--- src/rtl/adc_ref_pkg.sv ---
package adc_ref_pkg;
  // ************************************************
  // register map
  // ************************************************
  localparam logic [7:0] REF_PROG_OFFSET = 8'hDA;
  localparam logic [7:0] REF_PROG_RESET = 8'h00;
  localparam logic [7:0] RESULT_RESET = 8'h00;
  localparam int LOW_NIB_LSB = 0;
  localparam int HIGH_NIB_LSB = 4;
  localparam int NIB_W = 4;
  localparam logic [3:0] NIB_EXT = 4'h0;
  localparam logic [3:0] LOW_NIB_LIMIT = 4'hD;
  localparam logic [3:0] HIGH_NIB_LIMIT = 4'h3;
  localparam logic [7:0] RESULT_ALL_ONES = 8'hFF;
  localparam logic [7:0] RESULT_ALL_ZEROS = 8'h00;
  // ************************************************
  // timing: clocks per machine cycle, phase lengths in machine cycles
  // ************************************************
  localparam int MC_CLKS = 12;
  localparam int LOAD_MC = 2;
  localparam int SAMPLE_MC = 3;
  localparam int CONV_MC = 8;
  localparam int IRQ_LEAD_MC = 2;
  typedef enum logic [3:0] {
    ST_IDLE = 4'b0001,
    ST_LOAD = 4'b0010,
    ST_SAMPLE = 4'b0100,
    ST_CONV = 4'b1000
  } conv_state_t;
endpackage

--- src/rtl/mc_tick_gen.sv ---
`timescale 1ns/1ps
// ************************************************
// machine cycle tick, one pulse every n clocks
// ************************************************
module mc_tick_gen #(
  parameter int N = 12
) (
  input wire logic clk_sys_i,
  input wire logic rst_n_i,
  output logic tick_o
);
  logic [7:0] cnt_q;
  logic [7:0] cnt_d;
  always_comb begin
    if (cnt_q == 8'(N - 1)) begin
      cnt_d = 8'h00;
    end else begin
      cnt_d = cnt_q + 8'h01;
    end
  end
  always_ff @(posedge clk_sys_i or negedge rst_n_i) begin
    if (!rst_n_i) begin
      cnt_q <= 8'h00;
    end else begin
      cnt_q <= cnt_d;
    end
  end
  assign tick_o = (cnt_q == 8'(N - 1));
endmodule

--- src/rtl/adc_ref_start_ctrl.sv ---
`timescale 1ns/1ps
// Operation
// - low nibble selects lower reference step
// - high nibble selects upper reference step
// - zero nibble uses external reference level
// - result saturates outside internal reference range
// - register write starts conversion when internal
// - write aborts running conversion, starts fresh
// - start next machine cycle, busy set
// - external low starts next machine cycle
// - conversion: load, sample, resolve phases
// - busy clears, result loads last cycle
// - continuous mode restarts immediately after end, with external start only while pin low
// - external select enables pin, blocks write starts
module adc_ref_start_ctrl
  import adc_ref_pkg::*;
#(
  parameter int MC_CLOCKS = MC_CLKS,
  parameter int LOAD_CYCLES = LOAD_MC,
  parameter int SAMPLE_CYCLES = SAMPLE_MC,
  parameter int CONV_CYCLES = CONV_MC,
  parameter int IRQ_LEAD = IRQ_LEAD_MC
) (
  input wire logic clk_sys_i,
  input wire logic rst_n_i,
  input wire logic sfr_wr_i,
  input wire logic [7:0] sfr_addr_i,
  input wire logic [7:0] sfr_wdata_i,
  output logic [7:0] reference_program_reg_o,
  input wire logic external_start_select_i,
  input wire logic continuous_mode_bit_i,
  input wire logic external_trigger_pin_i,
  input wire logic cmp_above_upper_i,
  input wire logic cmp_below_lower_i,
  input wire logic [7:0] sar_value_i,
  output logic [3:0] internal_lower_ref_o,
  output logic [3:0] internal_upper_ref_o,
  output logic lower_use_external_o,
  output logic upper_use_external_o,
  output logic sample_connect_o,
  output logic conversion_busy_flag_o,
  output logic conversion_done_irq_flag_o,
  output logic [7:0] result_register_o
);
  localparam logic [7:0] LAST_LOAD = 8'(LOAD_CYCLES - 1);
  localparam logic [7:0] LAST_SAMPLE = 8'(SAMPLE_CYCLES - 1);
  localparam logic [7:0] LAST_CONV = 8'(CONV_CYCLES - 1);
  localparam logic [7:0] IRQ_POINT = 8'(CONV_CYCLES - 1 - IRQ_LEAD);
  // a write landing on a tick waits a full machine cycle, busy shows one clock later
  localparam int SW_START_MAX = MC_CLOCKS + 1;

  logic mc_tick;
  mc_tick_gen #(.N(MC_CLOCKS)) u_tick (
    .clk_sys_i(clk_sys_i),
    .rst_n_i(rst_n_i),
    .tick_o(mc_tick)
  );

  // ************************************************
  // reference program register
  // ************************************************
  logic [7:0] ref_q, ref_d;
  logic ref_wr;
  always_comb begin
    ref_wr = sfr_wr_i && (sfr_addr_i == REF_PROG_OFFSET);
    ref_d = ref_wr ? sfr_wdata_i : ref_q;
  end
  always_ff @(posedge clk_sys_i or negedge rst_n_i) begin
    if (!rst_n_i) begin
      ref_q <= REF_PROG_RESET;
    end else begin
      ref_q <= ref_d;
    end
  end
  assign reference_program_reg_o = ref_q;
  // nibble 0 selects the external level itself, not ladder step 0
  assign internal_lower_ref_o = ref_q[LOW_NIB_LSB +: NIB_W];
  assign internal_upper_ref_o = ref_q[HIGH_NIB_LSB +: NIB_W];
  assign lower_use_external_o = (ref_q[LOW_NIB_LSB +: NIB_W] == NIB_EXT);
  assign upper_use_external_o = (ref_q[HIGH_NIB_LSB +: NIB_W] == NIB_EXT);

  // ************************************************
  // start requests
  // ************************************************
  // pending flag bridges a write to the next machine cycle boundary
  logic sw_pend_q, sw_pend_d, trig_prev_q, trig_prev_d, trig_low_q, trig_low_d;
  logic start_now;
  conv_state_t st_q, st_d;
  logic [7:0] cyc_q, cyc_d;
  logic busy_q, busy_d, irq_q, irq_d;
  logic [7:0] res_q, res_d;
  logic last_cyc, ext_go, ext_hi_q, ext_hi_d, ext_fall;

  always_comb begin
    sw_pend_d = sw_pend_q;
    trig_prev_d = trig_prev_q;
    trig_low_d = trig_low_q;
    if (ref_wr && !external_start_select_i) begin
      sw_pend_d = 1'b1;
    end else if (mc_tick) begin
      sw_pend_d = 1'b0;
    end
    if (mc_tick) begin
      trig_prev_d = external_trigger_pin_i;
      trig_low_d = !external_trigger_pin_i;
    end
  end
  // single external start: high sample then low sample
  always_comb begin
    ext_hi_d = ext_hi_q;
    if (mc_tick) begin
      ext_hi_d = trig_prev_q;
    end
    ext_fall = ext_hi_q && trig_low_q && external_start_select_i && !continuous_mode_bit_i;
  end

  always_comb begin
    last_cyc = (st_q == ST_CONV) && (cyc_q == LAST_CONV);
    ext_go = 1'b0;
    if (external_start_select_i && trig_low_q) begin
      if (continuous_mode_bit_i) begin
        // only from idle: a running one chains on itself, keeping its result
        ext_go = (st_q == ST_IDLE);
      end
    end
    start_now = mc_tick && (sw_pend_q || ext_go || ext_fall);
  end

  // ************************************************
  // conversion sequencer
  // ************************************************
  always_comb begin
    st_d = st_q;
    cyc_d = cyc_q;
    busy_d = busy_q;
    irq_d = irq_q;
    res_d = res_q;
    if (start_now) begin
      st_d = ST_LOAD;
      cyc_d = 8'h00;
      busy_d = 1'b1;
    end else if (mc_tick) begin
      cyc_d = cyc_q + 8'h01;
      case (st_q)
        ST_LOAD: begin
          if (cyc_q == LAST_LOAD) begin
            st_d = ST_SAMPLE;
            cyc_d = 8'h00;
          end
        end
        ST_SAMPLE: begin
          if (cyc_q == LAST_SAMPLE) begin
            st_d = ST_CONV;
            cyc_d = 8'h00;
          end
        end
        ST_CONV: begin
          if (cyc_q == IRQ_POINT) begin
            irq_d = 1'b1;
          end
          if (cyc_q == LAST_CONV - 8'h01) begin
            busy_d = 1'b0;
          end
          if (last_cyc) begin
            if (cmp_above_upper_i) begin
              res_d = RESULT_ALL_ONES;
            end else if (cmp_below_lower_i) begin
              res_d = RESULT_ALL_ZEROS;
            end else begin
              res_d = sar_value_i;
            end
            // external continuous chains on while the pin stays low
            if (continuous_mode_bit_i && (!external_start_select_i || trig_low_q)) begin
              st_d = ST_LOAD;
              cyc_d = 8'h00;
              busy_d = 1'b1;
            end else begin
              st_d = ST_IDLE;
            end
          end
        end
        default: begin
          cyc_d = 8'h00;
        end
      endcase
    end
    if (irq_q && !mc_tick) begin
      irq_d = 1'b0;
    end
  end

  always_ff @(posedge clk_sys_i or negedge rst_n_i) begin
    if (!rst_n_i) begin
      sw_pend_q <= 1'b0;
      trig_prev_q <= 1'b1;
      trig_low_q <= 1'b0;
      ext_hi_q <= 1'b0;
      st_q <= ST_IDLE;
      cyc_q <= 8'h00;
      busy_q <= 1'b0;
      irq_q <= 1'b0;
      res_q <= RESULT_RESET;
    end else begin
      sw_pend_q <= sw_pend_d;
      trig_prev_q <= trig_prev_d;
      trig_low_q <= trig_low_d;
      ext_hi_q <= ext_hi_d;
      st_q <= st_d;
      cyc_q <= cyc_d;
      busy_q <= busy_d;
      irq_q <= irq_d;
      res_q <= res_d;
    end
  end

  assign sample_connect_o = (st_q == ST_LOAD) || (st_q == ST_SAMPLE);
  assign conversion_busy_flag_o = busy_q;
  assign conversion_done_irq_flag_o = irq_q;
  assign result_register_o = res_q;

  // ************************************************
  // checks
  // ************************************************
  property p_sw_start;
    @(posedge clk_sys_i) disable iff (!rst_n_i)
    (ref_wr && !external_start_select_i) |-> ##[1:SW_START_MAX] busy_q;
  endproperty
  a_sw_start: assert property (p_sw_start) else $error("write did not start");
  property p_ext_block;
    @(posedge clk_sys_i) disable iff (!rst_n_i)
    (ref_wr && external_start_select_i && !sw_pend_q) |=> !sw_pend_q;
  endproperty
  a_ext_block: assert property (p_ext_block) else $error("write started in ext mode");
  property p_restart;
    @(posedge clk_sys_i) disable iff (!rst_n_i)
    (mc_tick && sw_pend_q) |=> (st_q == ST_LOAD) && (cyc_q == 8'h00);
  endproperty
  a_restart: assert property (p_restart) else $error("abort restart failed");
  property p_busy_set;
    @(posedge clk_sys_i) disable iff (!rst_n_i)
    (st_q == ST_LOAD) |-> busy_q;
  endproperty
  a_busy_set: assert property (p_busy_set) else $error("busy not set");
  property p_phase;
    @(posedge clk_sys_i) disable iff (!rst_n_i)
    ($rose(st_q == ST_CONV)) |-> $past(st_q == ST_SAMPLE);
  endproperty
  a_phase: assert property (p_phase) else $error("phase order");
  property p_result;
    @(posedge clk_sys_i) disable iff (!rst_n_i)
    (mc_tick && last_cyc && !start_now && cmp_above_upper_i) |=> res_q == 8'hFF;
  endproperty
  a_result: assert property (p_result) else $error("no saturation");
  property p_busy_clr;
    @(posedge clk_sys_i) disable iff (!rst_n_i)
    (last_cyc && !start_now) |-> !busy_q;
  endproperty
  a_busy_clr: assert property (p_busy_clr) else $error("busy at last cycle");
  property p_ext_ref;
    @(posedge clk_sys_i) disable iff (!rst_n_i)
    lower_use_external_o == (ref_q[3:0] == 4'h0);
  endproperty
  a_ext_ref: assert property (p_ext_ref) else $error("external ref select");
  c_sw: cover property (@(posedge clk_sys_i) ref_wr && busy_q);
  c_cont: cover property (@(posedge clk_sys_i) last_cyc && mc_tick && continuous_mode_bit_i);
  c_ext: cover property (@(posedge clk_sys_i) mc_tick && ext_fall);
endmodule

--- config.mk ---
export PLATFORM = sky130hd
export DESIGN_NAME = adc_ref_start_ctrl
export DESIGN_NICKNAME = d
export VERILOG_FILES = /design/src/rtl/adc_ref_pkg.sv /design/src/rtl/mc_tick_gen.sv /design/src/rtl/adc_ref_start_ctrl.sv
export SDC_FILE = /design/constraint.sdc
export NUM_CORES = 1
export LEC_CHECK = 0
export BUFFER_PORTS_ARGS = -buffer_cell sky130_fd_sc_hd__buf_2
export CORE_MARGIN = 1
export CORE_UTILIZATION = 45
export DETAILED_ROUTE_END_ITERATION = 10
export PLACE_DENSITY = 0.76
export SYNTH_ARGS = -nofsm -noshare
export SYNTH_HDL_FRONTEND = slang
export SYNTH_HIERARCHICAL = 1
export SYNTH_SLANG_ARGS = --single-unit
--- constraint.sdc ---
create_clock -name clk_sys_i -period 3.75 [get_ports clk_sys_i]
set_clock_uncertainty 0.15 [all_clocks]
set_input_delay 0.75 -clock clk_sys_i [delete_from_list [all_inputs] [get_ports clk_sys_i]]
set_output_delay 0.75 -clock clk_sys_i [all_outputs]
set_load 0.01 [all_outputs]
Yosys cells after proc, flatten, opt, wreduce, memory -nomap -nowiden
Cells that the tools add are included.
W data, S select, Z words.

operators by class
  add/subtract/negate cells = 2
  $mul = 0
  divide/modulo/power cells = 0
  magnitude comparators = 0
  eq/ne operators = 15
  shifts and indexed selects = 0
  multiplexer cells = 32
  bitwise logic cells = 1
  reductions and logical operators = 31

operators with widths
  kind                   count
  $mux W8                9
  $eq A8 B3 Y1 const B   3
  $pmux W8 S3            1
  $mux W4                5
  $add A8 B1 Y8 const B  2
  $mux W1                15
  $pmux W4 S3            1
  $reduce_bool A2 Y1     6
  $logic_and A1 B1 Y1    10
  $ne A3 B3 Y1 const B   3
  $eq A8 B1 Y1 const B   1
  $eq A8 B2 Y1 const B   1
  $eq A8 B4 Y1 const B   1
  $eq A8 B8 Y1 const B   1
  $logic_not A4 Y1       2
  $reduce_and A4 Y1      2
  $reduce_and A5 Y1      1
  $eq A4 B1 Y1 const B   1
  $eq A4 B2 Y1 const B   1
  $eq A4 B3 Y1 const B   1
  $eq A4 B4 Y1 const B   1
  $logic_not A1 Y1       4
  $logic_or A1 B1 Y1     4
  $reduce_bool A4 Y1     1
  other kinds (4)        4

word-level totals
  register bits after elaboration = 42
  latch bits = 0
  RAM bits = 0
  bits in read-only memories = 0
  input port bits = 32
  output and inout port bits = 29
  logic and storage cells = 92
  memories = 0

Longest topological paths before layout
Gate-level depths: netlist of run 1.

  depth in word-level cells = 8
  mapped depth = 10
  depth with buffers taken out = 8

Hierarchy
Netlist of run 1, hierarchy kept.

modules (own cells, without submodules)
  module              instances  cells an instance  area an instance (um^2)  seq. area each (um^2)
  adc_ref_start_ctrl  1          175                1,865.5                  853.3
  mc_tick_gen         1          29                 351.6                    200.2

Worst setup path after synthesis of run 1
OpenSTA, ideal clock, no wires.

  kind = register -> register
  from = register u_tick.cnt_q[4]
  to = register st_q[2]
  data arrival time = 2.443 ns
  required time = 3.489 ns
  setup slack = 1.046 ns
  cell stages (with the launch flop) = 9
  clock period less this slack = 2.704 ns
  cell sequence = dfrtp_1 > or4_4 > nor3_4 > buf_4 > or3b_1 > o2bb2ai_1 > o2111a_2 > nor2_2 > a2111oi_2

between the ends
  word-level cells in the longest chain between the ends = 4
  elaborated cells on any way between the ends = 9
  those cells by class = eq/ne: 4; mux: 1; reduce/logical: 4

ends and longest elaborated chain
  what                                                   line                       source
  start: declaration                                     mc_tick_gen.sv:12          logic [7:0] cnt_q;
  start signal: assignment                               mc_tick_gen.sv:25          cnt_q <= cnt_d;
  $eq A8 B4 Y1 *                                         mc_tick_gen.sv:28          assign tick_o = (cnt_q == 8'(N - 1));
  named net mc_tick                                      adc_ref_start_ctrl.sv:52   logic mc_tick;
  $logic_and A1 B1 Y1                                    adc_ref_start_ctrl.sv:126  start_now = mc_tick && (sw_pend_q || ext_go || ext_fall);
  $ne A3 B3 Y1 (no source line) (tied with other cells)  -
  $reduce_and A5 Y1 (no source line)                     -
  end signal: assignment                                 adc_ref_start_ctrl.sv:208  st_q <= st_d;
  end: declaration                                       adc_ref_start_ctrl.sv:88   conv_state_t st_q, st_d;

The timed path passes the listed nets; every way through them passes the cells marked *.
A chain may end at the register's enable or synchronous reset.

Worst setup path in the final report of run 1
  from = register u_tick.cnt_q[4]
  to = register cyc_q[4]

between the ends
  word-level cells in the longest chain between the ends = 3
  elaborated cells on any way between the ends = 4
  those cells by class = eq/ne: 1; mux: 1; reduce/logical: 2

ends and longest elaborated chain
  what                                                  line                       source
  $eq A8 B4 Y1 *                                        mc_tick_gen.sv:28
  named net mc_tick                                     adc_ref_start_ctrl.sv:52
  $logic_and A1 B1 Y1                                   adc_ref_start_ctrl.sv:126
  $mux W8 / $reduce_bool A2 Y1 (equally long branches)  -
  end signal: assignment                                adc_ref_start_ctrl.sv:209  cyc_q <= cyc_d;
  end: declaration                                      adc_ref_start_ctrl.sv:89   logic [7:0] cyc_q, cyc_d;

Marked as above.

==> metrics, run 1 <==
most frequent cell after synthesis=dfrtp_1; drt pass-1 iters=4; Remaining DRCs=0; synthesized area=2220 um^2; total CTS buffers=5; GRT Util Overall=16.8%; standard-cell rows=25; crit-path cells=or4_4 > nor3_4 > or3b_1 > o2bb2ai_1 > and2_0 > o21ai_2 > o31ai_1; Syn Area/Cell=10.9 um^2; Storage cell area=1050 um^2; part of the power in the clock network=between 30% and 40%; RSZ-0062 raised after global routing=false; Sequential Power Share=~57%; PD cells=321 nW/um^2; setup ws final=0.587 ns; crit path max fanout=12; Crit path max-delay family=simple AND/OR/NAND/NOR gates; final hold violations=0; ys flop type=dfrtp_1; TNS Setup=0 ns; Top Ports=61; share of the synthesized area in the top cell type=45.1%; initial antenna violation count=0; period utilisation layout=84.3%; Setup CP Type=flop to flop; global-route wire length before repair=6.88 mm; postcts setup bufs=0; delay of the slowest critical-path stage=0.56 ns; ranking of synthesized cells by area=dfrtp_1 (45%), mux2_2 (5.1%), buf_4 (3.0%); slew of the pin with the lowest slew margin=0.918 ns; Clock Pin Slew Worst Setup and Hold Paths=0.09 ns; internal power=around 0.62 mW; synth cell count leaders=dfrtp_1 (40), nand2_1 (13), mux2_2 (10), nor2_1 (10); Max Root-Sink Buffers=2; fraction of registers with async set/reset=100%; max cap viols=0; dpl ws=0.561 ns; cts repair resizes=0; Worst Path Buf+Inv=0; Logic pwr share=8.0%; Final Cell Area=2580 um^2; total core area=around 4700 um^2; CTS tree=built; routability congestion estimate from global placement=0.843; xor and xnor area share after synthesis=2.77%; Synth Area in Adders=2.26%; die height=72.2 um; multi-input logic area=1020 um^2; Slew Limit Fails=0; synthesized instance count=204; total die area=5210 um^2; port bufs=60; Initial Util=about 47%; Post-synth EDFFs=0; Final #Nets=291; DR WL/cell=13.1 um; minimum clock period=3.16 ns; switch share=between 20% and 30%; DR vias/cell=~5.3; Ant. Diodes=0; CP required=~3.8 ns; leakage=~1.2 nW; HPWL Detailed=3.15 mm; Hold Slack=about 0.31 ns; CTS Hold Bufs=0; Seq/Total Area, Yosys=47.5%; Root Buffer Master=clkbuf_8; status=finished clean; multiplexer share of the synthesized area=5.98%; endpoints failing setup=0; fillers=roughly 420; Slew HR=38.8%; largest net degree at the start of global routing=43; proportion of layout cells with a drive suffix above 1=a little under two fifths; H-tree Lvls=2; hold crit path type=flop to flop; Synth area leader=dfrtp_1; Yosys warnings=6; Syn Nets=240; Iteration-0 DRC Markers=34; Worst Setup Start Kind=flop; area added between synthesis and finish=16.6%; Psw=slightly above 0.2 mW; clock sink count=42; Worst setup EP type=flop; Synth Register Bits=42; GRT Residual Overflow=0; worst skew pair latency=around 0.30 ns; vias=1711; simple-gate share of the synthesized area=a little over a fifth; Fmax=0.316 GHz; die extent in x=slightly above 70 um; placed cell areas=2490 um^2; vias in the first global route=1513; final core utilization=54.7%; Worst Path Arrival=3.20 ns; DRT Wirelength=4.24 mm; CP max stage cell=or4_4; worst vdd ir=208 uV; post-synthesis compound-gate area fraction=roughly 14%; largest family of logic cells by synthesized area=simple AND/OR/NAND/NOR gates; post-synth cell types=55; Routed Antenna Nets=0
[layout by cell type, fill, tap and decap left out, drive strengths merged, types with 2 or more instances in the layout]
| cell type | instances |
|---|---|
| a21oi | 9 |
| a31oi | 6 |
| a41oi | 2 |
| and2 | 2 |
| and3 | 5 |
| and4b | 2 |
| buf | 62 |
| clkbuf | 5 |
| clkinv | 2 |
| dfrtp | 40 |
| dfstp | 2 |
| ha | 4 |
| inv | 7 |
| mux2 | 10 |
| mux2i | 2 |
| nand2 | 13 |
| nand2b | 4 |
| nand3 | 7 |
| nand4 | 2 |
| nor2 | 12 |
| nor2b | 6 |
| nor3 | 4 |
| nor4 | 2 |
| nor4b | 6 |
| o21ai | 10 |
| o31ai | 5 |
| or4 | 2 |
| xnor2 | 5 |
| xor2 | 2 |
[area by class of cell]
class,count,area share [%]
clock buffer,5,2.66
inverter,7,1.02
clock inverter,3,0.823
multi-input combinational,137,39.3
sequential,42,40.8
tap,67,3.24
timing repair buffer,62,12.2
[state kept, by name, indices dropped and copies added, names as in the netlist, 4 cells and up]
signal and count:
cyc_q 8, reference_program_reg_o 8, result_register_o 8, st_q 4, u_tick/cnt_q 8
[metrics by stage]
stage | power [mW] | cells
floorplan | 0.513 | 204
global placement | 0.545 | 315
detailed placement | 0.547 | 315
CTS | 0.841 | 323
global route | 0.863 | 323
finish | 0.829 | 323
[kinds of logic after synthesis]
group | after synthesis
muxes | 12
and+or+nand+nor | 70
xor gates and xnor gates | 7
AOI/OAI and AO/OA | 44
DFF | 42
buffers and inverters | 25
adders and majority gates | 4
[power groups by stage]
stage	Clock [mW]	Sequential, mW	Combinational (mW)
2_1_floorplan	0	0.476	0.0371
3_3_place_gp	0	0.479	0.0660
3_5_place_dp	0	0.480	0.0671
4_1_cts	0.302	0.471	0.0673
5_1_grt	0.316	0.473	0.0744
6_report	0.292	0.471	0.0661
[per-layer routing]
layer  vias to the layer above  share of wire [%]  global-route usage, %
met1                       841                 47                   22.7
met2                        26                 49                   27.0
met4                         0                2.0                   7.19
met5                         -                  0                      0
met3                         7                1.9                   2.50
li1                        837                  -                      -
[worst register-to-register path: cells and delay by family (launching register included)]
| kind | cells | cell delay (ns) |
|---|---|---|
| AND/OR/NAND/NOR | 4 | 1.75 |
| AO/OA/AOI/OAI | 3 | 0.72 |
| flip-flops | 1 | 0.43 |
[worst paths after layout]
path / from / to / slack [ns] / cells after the start
setup / recovery: u_tick/cnt_q[4] / cyc_q[4] / 0.59 / 7
hold / removal: u_tick/cnt_q[0] / u_tick/cnt_q[0] / 0.31 / 1
setup reg to reg: u_tick/cnt_q[4] / cyc_q[4] / 0.59 / 7
hold reg to reg: u_tick/cnt_q[0] / u_tick/cnt_q[0] / 0.31 / 1
max in group asynchronous: rst_n_i / cyc_q[7] / 2.44 / 1
min in group asynchronous: rst_n_i / reference_program_reg_o[0] / 0.43 / 1
No activity file was read; power rests on OpenSTA's default activity.
==> run 2, diff against run 1 <==
--- a/config.mk
+++ b/config.mk
@@ -5,11 +5,12 @@
 export SDC_FILE = /design/constraint.sdc
 export NUM_CORES = 1
 export LEC_CHECK = 0
+export ABC_AREA = 1
 export BUFFER_PORTS_ARGS = -buffer_cell sky130_fd_sc_hd__buf_2
 export CORE_MARGIN = 1
 export CORE_UTILIZATION = 45
 export DETAILED_ROUTE_END_ITERATION = 10
-export PLACE_DENSITY = 0.76
+export PLACE_DENSITY = 0.75
 export SYNTH_ARGS = -nofsm -noshare
 export SYNTH_HDL_FRONTEND = slang
 export SYNTH_HIERARCHICAL = 1
==> constraint.sdc (replaced) <==
create_clock -name clk_sys_i -period 3 [get_ports clk_sys_i]
set_clock_uncertainty 0.15 [all_clocks]
set_input_delay 0.6 -clock clk_sys_i [delete_from_list [all_inputs] [get_ports clk_sys_i]]
set_output_delay 0.6 -clock clk_sys_i [all_outputs]
set_load 0.01 [all_outputs]
==> metrics, run 2 <==
status=finished clean (unchanged); DR WL/cell=11.0 um (was 13.1 um); commonest non-fill, non-tap cells in the layout=buf_2 (60), nand2_1 (57), inv_1 (45) (was buf_2 (60), dfrtp_1 (40), nand2_1 (13)); WL met3=306 um (was 79 um); Storage cell area=1050 um^2 (unchanged); H-tree Lvls=2 (unchanged); port bufs=60 (unchanged); Critical Path Stages=4 (was 7); crit-path cells=nor2_1 > nand3_1 > nand2_1 > buf_2 (was or4_4 > nor3_4 > or3b_1 > o2bb2ai_1 > and2_0 > o21ai_2 > o31ai_1); most frequent cell after synthesis=nand2_1 (was dfrtp_1); Sequential Power Share=49.4% (was 56.8%); CTS tree=built (unchanged); max cap viols=0 (unchanged); total CTS buffers=5 (unchanged); GRT Util Overall=18.7% (was 16.8%); RR Startpoint=u_tick/cnt_q[0] (was u_tick/cnt_q[4]); minimum clock period=~2.1 ns; cts repair resizes=0 (unchanged); Top Ports=61 (unchanged); part of the power in the clock network=35.8% (was 35.2%); initial antenna violation count=0 (unchanged); drt pass-1 iters=4 (unchanged); Root Buffer Master=clkbuf_8 (unchanged); M1 wire length=2.17 mm (was 2.01 mm); final hold violations=0 (unchanged); ys flop type=dfrtp_1 (unchanged); total core area=5140 um^2 (was 4720 um^2); crit path max fanout=4 (was 12); Worst Path Buf+Inv=1 (was 0); RSZ-0062 raised after global routing=false (unchanged); share of the synthesized area in the top cell type=41.4% (was 45.1%); Final #Nets=391 (was 291); Pwr Total=1.23 mW (was 0.829 mW); Initial Util=47.1% (was 46.9%); internal power=0.903 mW (was 0.624 mW); Remaining DRCs=0 (unchanged); Slew HR=38.4% (was 38.8%); Syn Nets=336 (was 240); Psw=0.325 mW (was 0.205 mW); placed cell areas=2700 um^2 (was 2490 um^2); Final Cell Area=2810 um^2 (was 2580 um^2); TNS Setup=0 ns (unchanged); dpl ws=0.917 ns (was 0.561 ns); endpoints failing setup=0 (unchanged); Seq/Total Area, Yosys=43.6% (was 47.5%); vias in the first global route=1796 (was 1513); total die area=5670 um^2 (was 5210 um^2); R2R setup slack=0.93 ns (was 0.59 ns); HPWL Detailed=3.49 mm (was 3.15 mm); Worst Setup Start Kind=flop (unchanged); Slew Limit Fails=0 (unchanged); cells on worst reg2reg path=8 (was 7); clock sink count=42 (unchanged); Fmax=0.481 GHz; multi-input logic area=1060 um^2 (was 1020 um^2); Synth Register Bits=42 (unchanged); fraction of registers with async set/reset=100% (unchanged); synthesized instance count=300 (was 204); slew of the pin with the lowest slew margin=0.924 ns (was 0.918 ns); switch share=26.5% (was 24.8%); Synth area leader=dfrtp_1 (unchanged); die extent in x=75.3 um (was 72.2 um); CP max stage cell=dfrtp_1 (was or4_4); hold crit path type=input pin to asynchronous set/reset pin (was flop to flop); synthesized area=2420 um^2 (was 2220 um^2); postcts setup bufs=0 (unchanged); Routed Antenna Nets=0 (unchanged); wire length on met2=2.11 mm (was 2.07 mm); worst skew pair latency=0.29 ns (was 0.30 ns); ranking of synthesized cells by area=dfrtp_1 (41%), nand2_1 (8.8%), inv_1 (7.0%) (was dfrtp_1 (45%), mux2_2 (5.1%), buf_4 (3.0%)); proportion of layout cells with a drive suffix above 1=30.1% (was 37.9%); leakage=1.57 nW (was 1.24 nW); critical path capture point=sample_connect_o (was cyc_q[4]); area added between synthesis and finish=16.2% (was 16.6%); CP required=2.25 ns (was 3.79 ns); die height=75.3 um (was 72.2 um); Setup crit start=st_q[2] (was u_tick/cnt_q[4]); Max Root-Sink Buffers=2 (unchanged); PD cells=437 nW/um^2 (was 321 nW/um^2); vias=2014 (was 1711); standard-cell rows=26 (was 25); Logic pwr share=14.8% (was 8.0%); delay of the slowest critical-path stage=0.43 ns (was 0.56 ns); Worst setup EP type=primary output (was flop); CTS Hold Bufs=0 (unchanged); Crit path max-delay family=simple AND/OR/NAND/NOR gates (unchanged); most common cell after layout, fill and taps aside=buf_2 (unchanged); period utilisation layout=69.3%; Syn Area/Cell=8.06 um^2 (was 10.9 um^2); routability congestion estimate from global placement=0.844 (was 0.843); global-route wire length before repair=7.85 mm (was 6.88 mm); Yosys warnings=6 (unchanged); synth cell count leaders=nand2_1 (57), inv_1 (45), dfrtp_1 (40) (was dfrtp_1 (40), nand2_1 (13), mux2_2 (10), nor2_1 (10)); Worst Path Arrival=1.33 ns (was 3.20 ns); Post-synth EDFFs=0 (unchanged); largest net degree at the start of global routing=43 (unchanged); post-synth cell types=34 (was 55); Setup CP Type=flop to primary output (was flop to flop); GRT Residual Overflow=0 (unchanged); top layer in use=met4 (unchanged); DRT Wirelength=4.67 mm (was 4.24 mm); Clock Pin Slew Worst Setup and Hold Paths=0.08 ns (was 0.09 ns); reg2reg end=result_register_o[4] (was cyc_q[4]); Iteration-0 DRC Markers=81 (was 34); Ant. Diodes=0 (unchanged); fillers=503 (was 415); worst vdd ir=291 uV (was 208 uV); setup ws final=0.920 ns (was 0.587 ns); DR vias/cell=4.73 (was 5.30)
==> run 2: stage by stage <==
stage | utilization, % | hold slack (ns) | std cells
6_report | 54.7 | 0.289 | 426
3_3_place_gp | 52.6 | 0.311 | 418
4_1_cts | 54.7 | 0.311 | 426
5_1_grt | 54.7 | 0.357 | 426
3_5_place_dp | 52.6 | 0.318 | 418
2_1_floorplan | - | 0.154 | 300
==> run 2: power groups by stage <==
stage	registers, mW	clock network (mW)	logic, mW
floorplan	0.615	0	0.119
global placement	0.616	0	0.178
detailed placement	0.617	0	0.183
CTS	0.606	0.459	0.183
global route	0.609	0.480	0.209
finish	0.606	0.440	0.182
==> run 2: area by class of cell <==
| cell class | instances | area share, % |
|---|---|---|
| flip-flops and latches | 42 | 37.5 |
| repair buffers | 61 | 11.0 |
| clock inverters | 1 | 1.07 |
| inverters | 51 | 6.95 |
| clock buffers | 7 | 2.72 |
| multi-input cells | 194 | 37.7 |
| well taps | 70 | 3.12 |
==> run 2: logic make-up after synthesis <==
logic type	count (synthesis)	synth area share [%]
and+or+nand+nor	140	27.8
buffers and inverters	64	12.6
AOI/OAI and AO/OA	42	11.0
DFF	42	43.6
xor gates and xnor gates	8	2.90
adders and majority gates	4	2.07
==> run 2: worst min-delay path by stage <==
stage | from | slack, ns | to
final | rst_n_i | 0.29 | reference_program_reg_o[0]
after global routing | rst_n_i | 0.36 | reference_program_reg_o[0]
after CTS | rst_n_i | 0.31 | reference_program_reg_o[0]
after detailed placement | result_register_o[0] | 0.32 | result_register_o[0]
after global placement | result_register_o[0] | 0.31 | result_register_o[0]
after floorplan | rst_n_i | 0.15 | conversion_busy_flag_o
==> run 2: routing by layer <==
layer | vias to the layer above | global-route usage (%)
li1 | 1048 | -
met1 | 895 | 23.0
met2 | 64 | 31.3
met3 | 7 | 4.37
met4 | 0 | 8.64
met5 | - | 0
==> run 3, diff against run 2 <==
==> constraint.sdc (replaced) <==
create_clock -name clk_sys_i -period 2.1 [get_ports clk_sys_i]
set_clock_uncertainty 0.15 [all_clocks]
set_input_delay 0.42 -clock clk_sys_i [delete_from_list [all_inputs] [get_ports clk_sys_i]]
set_output_delay 0.42 -clock clk_sys_i [all_outputs]
set_load 0.01 [all_outputs]
==> metrics, run 3 (synthesized netlist as in run 2, its figures left out) <==
minimum clock period=1.88 ns; drt pass-1 iters=4 (unchanged); DR vias/cell=4.87 (was 4.73); max cap viols=0 (unchanged); Root Buffer Master=clkbuf_8 (unchanged); Worst setup EP type=primary output (unchanged); crit path max fanout=4 (unchanged); Setup CP Type=flop to primary output (unchanged); status=finished clean (unchanged); switch share=25.5% (was 26.5%); die height=75.3 um (unchanged); Worst Path Arrival=1.31 ns (was 1.33 ns); Worst Setup Start Kind=flop (unchanged); CP max stage cell=dfrtp_1 (unchanged); Psw=0.486 mW (was 0.325 mW); placed cell areas=2750 um^2 (was 2700 um^2); initial antenna violation count=0 (unchanged); DR WL/cell=11.1 um (was 11.0 um); area added between synthesis and finish=19.7% (was 16.2%); worst skew pair latency=0.29 ns (about the same); commonest non-fill, non-tap cells in the layout=buf_2 (60), nand2_1 (57), inv_1 (45) (unchanged); RSZ-0062 raised after global routing=false (unchanged); H-tree Lvls=2 (unchanged); Final Cell Area=2890 um^2 (was 2810 um^2); largest net degree at the start of global routing=24 (was 43); Fmax=about 0.53 GHz; postcts setup bufs=0 (unchanged); global-route wire length before repair=7.91 mm (was 7.85 mm); hold crit path type=input pin to flop (was input pin to asynchronous set/reset pin); final hold violations=0 (unchanged); GRT Util Overall=18.5% (was 18.7%); total core area=5140 um^2 (unchanged); Slew Limit Fails=0 (unchanged); crit-path cells=nor2_1 > nand3_1 > nand2_1 > buf_2 (unchanged); die extent in x=75.3 um (unchanged); HPWL Detailed=3.60 mm (was 3.49 mm); vias=2101 (was 2014); R2R setup slack=0.24 ns (was 0.93 ns); most common cell after layout, fill and taps aside=buf_2 (unchanged); endpoints failing setup=0 (unchanged); Max Root-Sink Buffers=2 (unchanged); Clock Pin Slew Worst Setup and Hold Paths=0.08 ns (about the same); internal power=1.42 mW (was 0.903 mW); CTS tree=built (unchanged); Ant. Diodes=0 (unchanged); Final #Nets=396 (was 391); standard-cell rows=26 (unchanged); PD cells=657 nW/um^2 (was 437 nW/um^2); CP required=1.53 ns (was 2.25 ns); Logic pwr share=14.2% (was 14.8%); Slew HR=66.7% (was 38.4%); Sequential Power Share=45.4% (was 49.4%); proportion of layout cells with a drive suffix above 1=31.3% (was 30.1%); Initial Util=47.1% (unchanged); clock sink count=42 (unchanged); Routed Antenna Nets=0 (unchanged); total CTS buffers=5 (unchanged); total die area=5670 um^2 (unchanged); GRT Residual Overflow=0 (unchanged); slew of the pin with the lowest slew margin=0.499 ns (was 0.924 ns); Iteration-0 DRC Markers=101 (was 81); leakage=1.61 nW (was 1.57 nW); vias in the first global route=1863 (was 1796); port bufs=60 (unchanged); Remaining DRCs=0 (unchanged); period utilisation layout=89.4%; DRT Wirelength=4.80 mm (was 4.67 mm); worst vdd ir=383 uV (was 291 uV); Top Ports=61 (unchanged); TNS Setup=0 ns (unchanged); routability congestion estimate from global placement=0.797 (was 0.844); part of the power in the clock network=40.4% (was 35.8%); delay of the slowest critical-path stage=0.43 ns (about the same)
==> run 3: power by group through the flow <==
stage,Sequential (mW),Combinational [mW],Clock (mW)
finish,0.864,0.269,0.768
CTS,0.864,0.273,0.783
detailed placement,0.880,0.270,0
global route,0.870,0.310,0.818
floorplan,0.878,0.170,0
global placement,0.878,0.263,0
==> run 3: layout make-up <==
class	instances	area, um^2
clock buffer	5	68.8
clock inverter	3	68.8
fill	500	2250
inverter	51	195
multi-input combinational	194	1060
sequential	42	1050
tap	70	87.6
timing repair buffer	66	360
==> run 3: path summary, 6_finish.rpt <==
| kind | startpoint | endpoint | cells after the start |
|---|---|---|---|
| setup reg to reg | u_tick/cnt_q[0] | st_q[1] | 9 |
| max in group asynchronous | rst_n_i | trig_prev_q | 3 |
| setup / recovery | st_q[2] | sample_connect_o | 4 |
| hold / removal | external_start_select_i | sw_pend_q | 2 |
| min in group asynchronous | rst_n_i | reference_program_reg_o[1] | 2 |
| hold reg to reg | result_register_o[5] | result_register_o[5] | 2 |
==> run 3: what timing repair did <==
| action | in CTS | in global routing |
|---|---|---|
| setup endpoints to repair | 0 | 0 |
| hold buffers | 1 | 0 |
| gates resized for setup | 0 | 0 |
| endpoints found under the hold margin | 18 | 0 |
==> run 3: layer usage <==
metal | GRT usage [%] | wire, um
met1 | 21.4 | 2150
met2 | 33.8 | 2340
met5 | 0 | 0
met3 | 4.23 | 241
met4 | 5.97 | 65
==> run 3: worst max-delay path, delay by kind of cell, from the launching register on <==
kind	cells	cell delay (ns)
DFF	1	0.43
buffers and inverters	1	0.13
and+or+nand+nor	3	0.45
==> run 3: metrics by stage <==
stage	hold slack [ns]	power [mW]	setup slack [ns]	util, %	instances
after floorplan	-0.0256	1.05	0.332	-	300
after global placement	0.248	1.14	0.285	53.4	422
after detailed placement	0.260	1.15	0.287	53.4	422
after CTS	0.185	1.92	0.201	56.3	431
after global routing	0.188	2.00	0.109	56.3	431
final	0.190	1.90	0.223	56.3	431
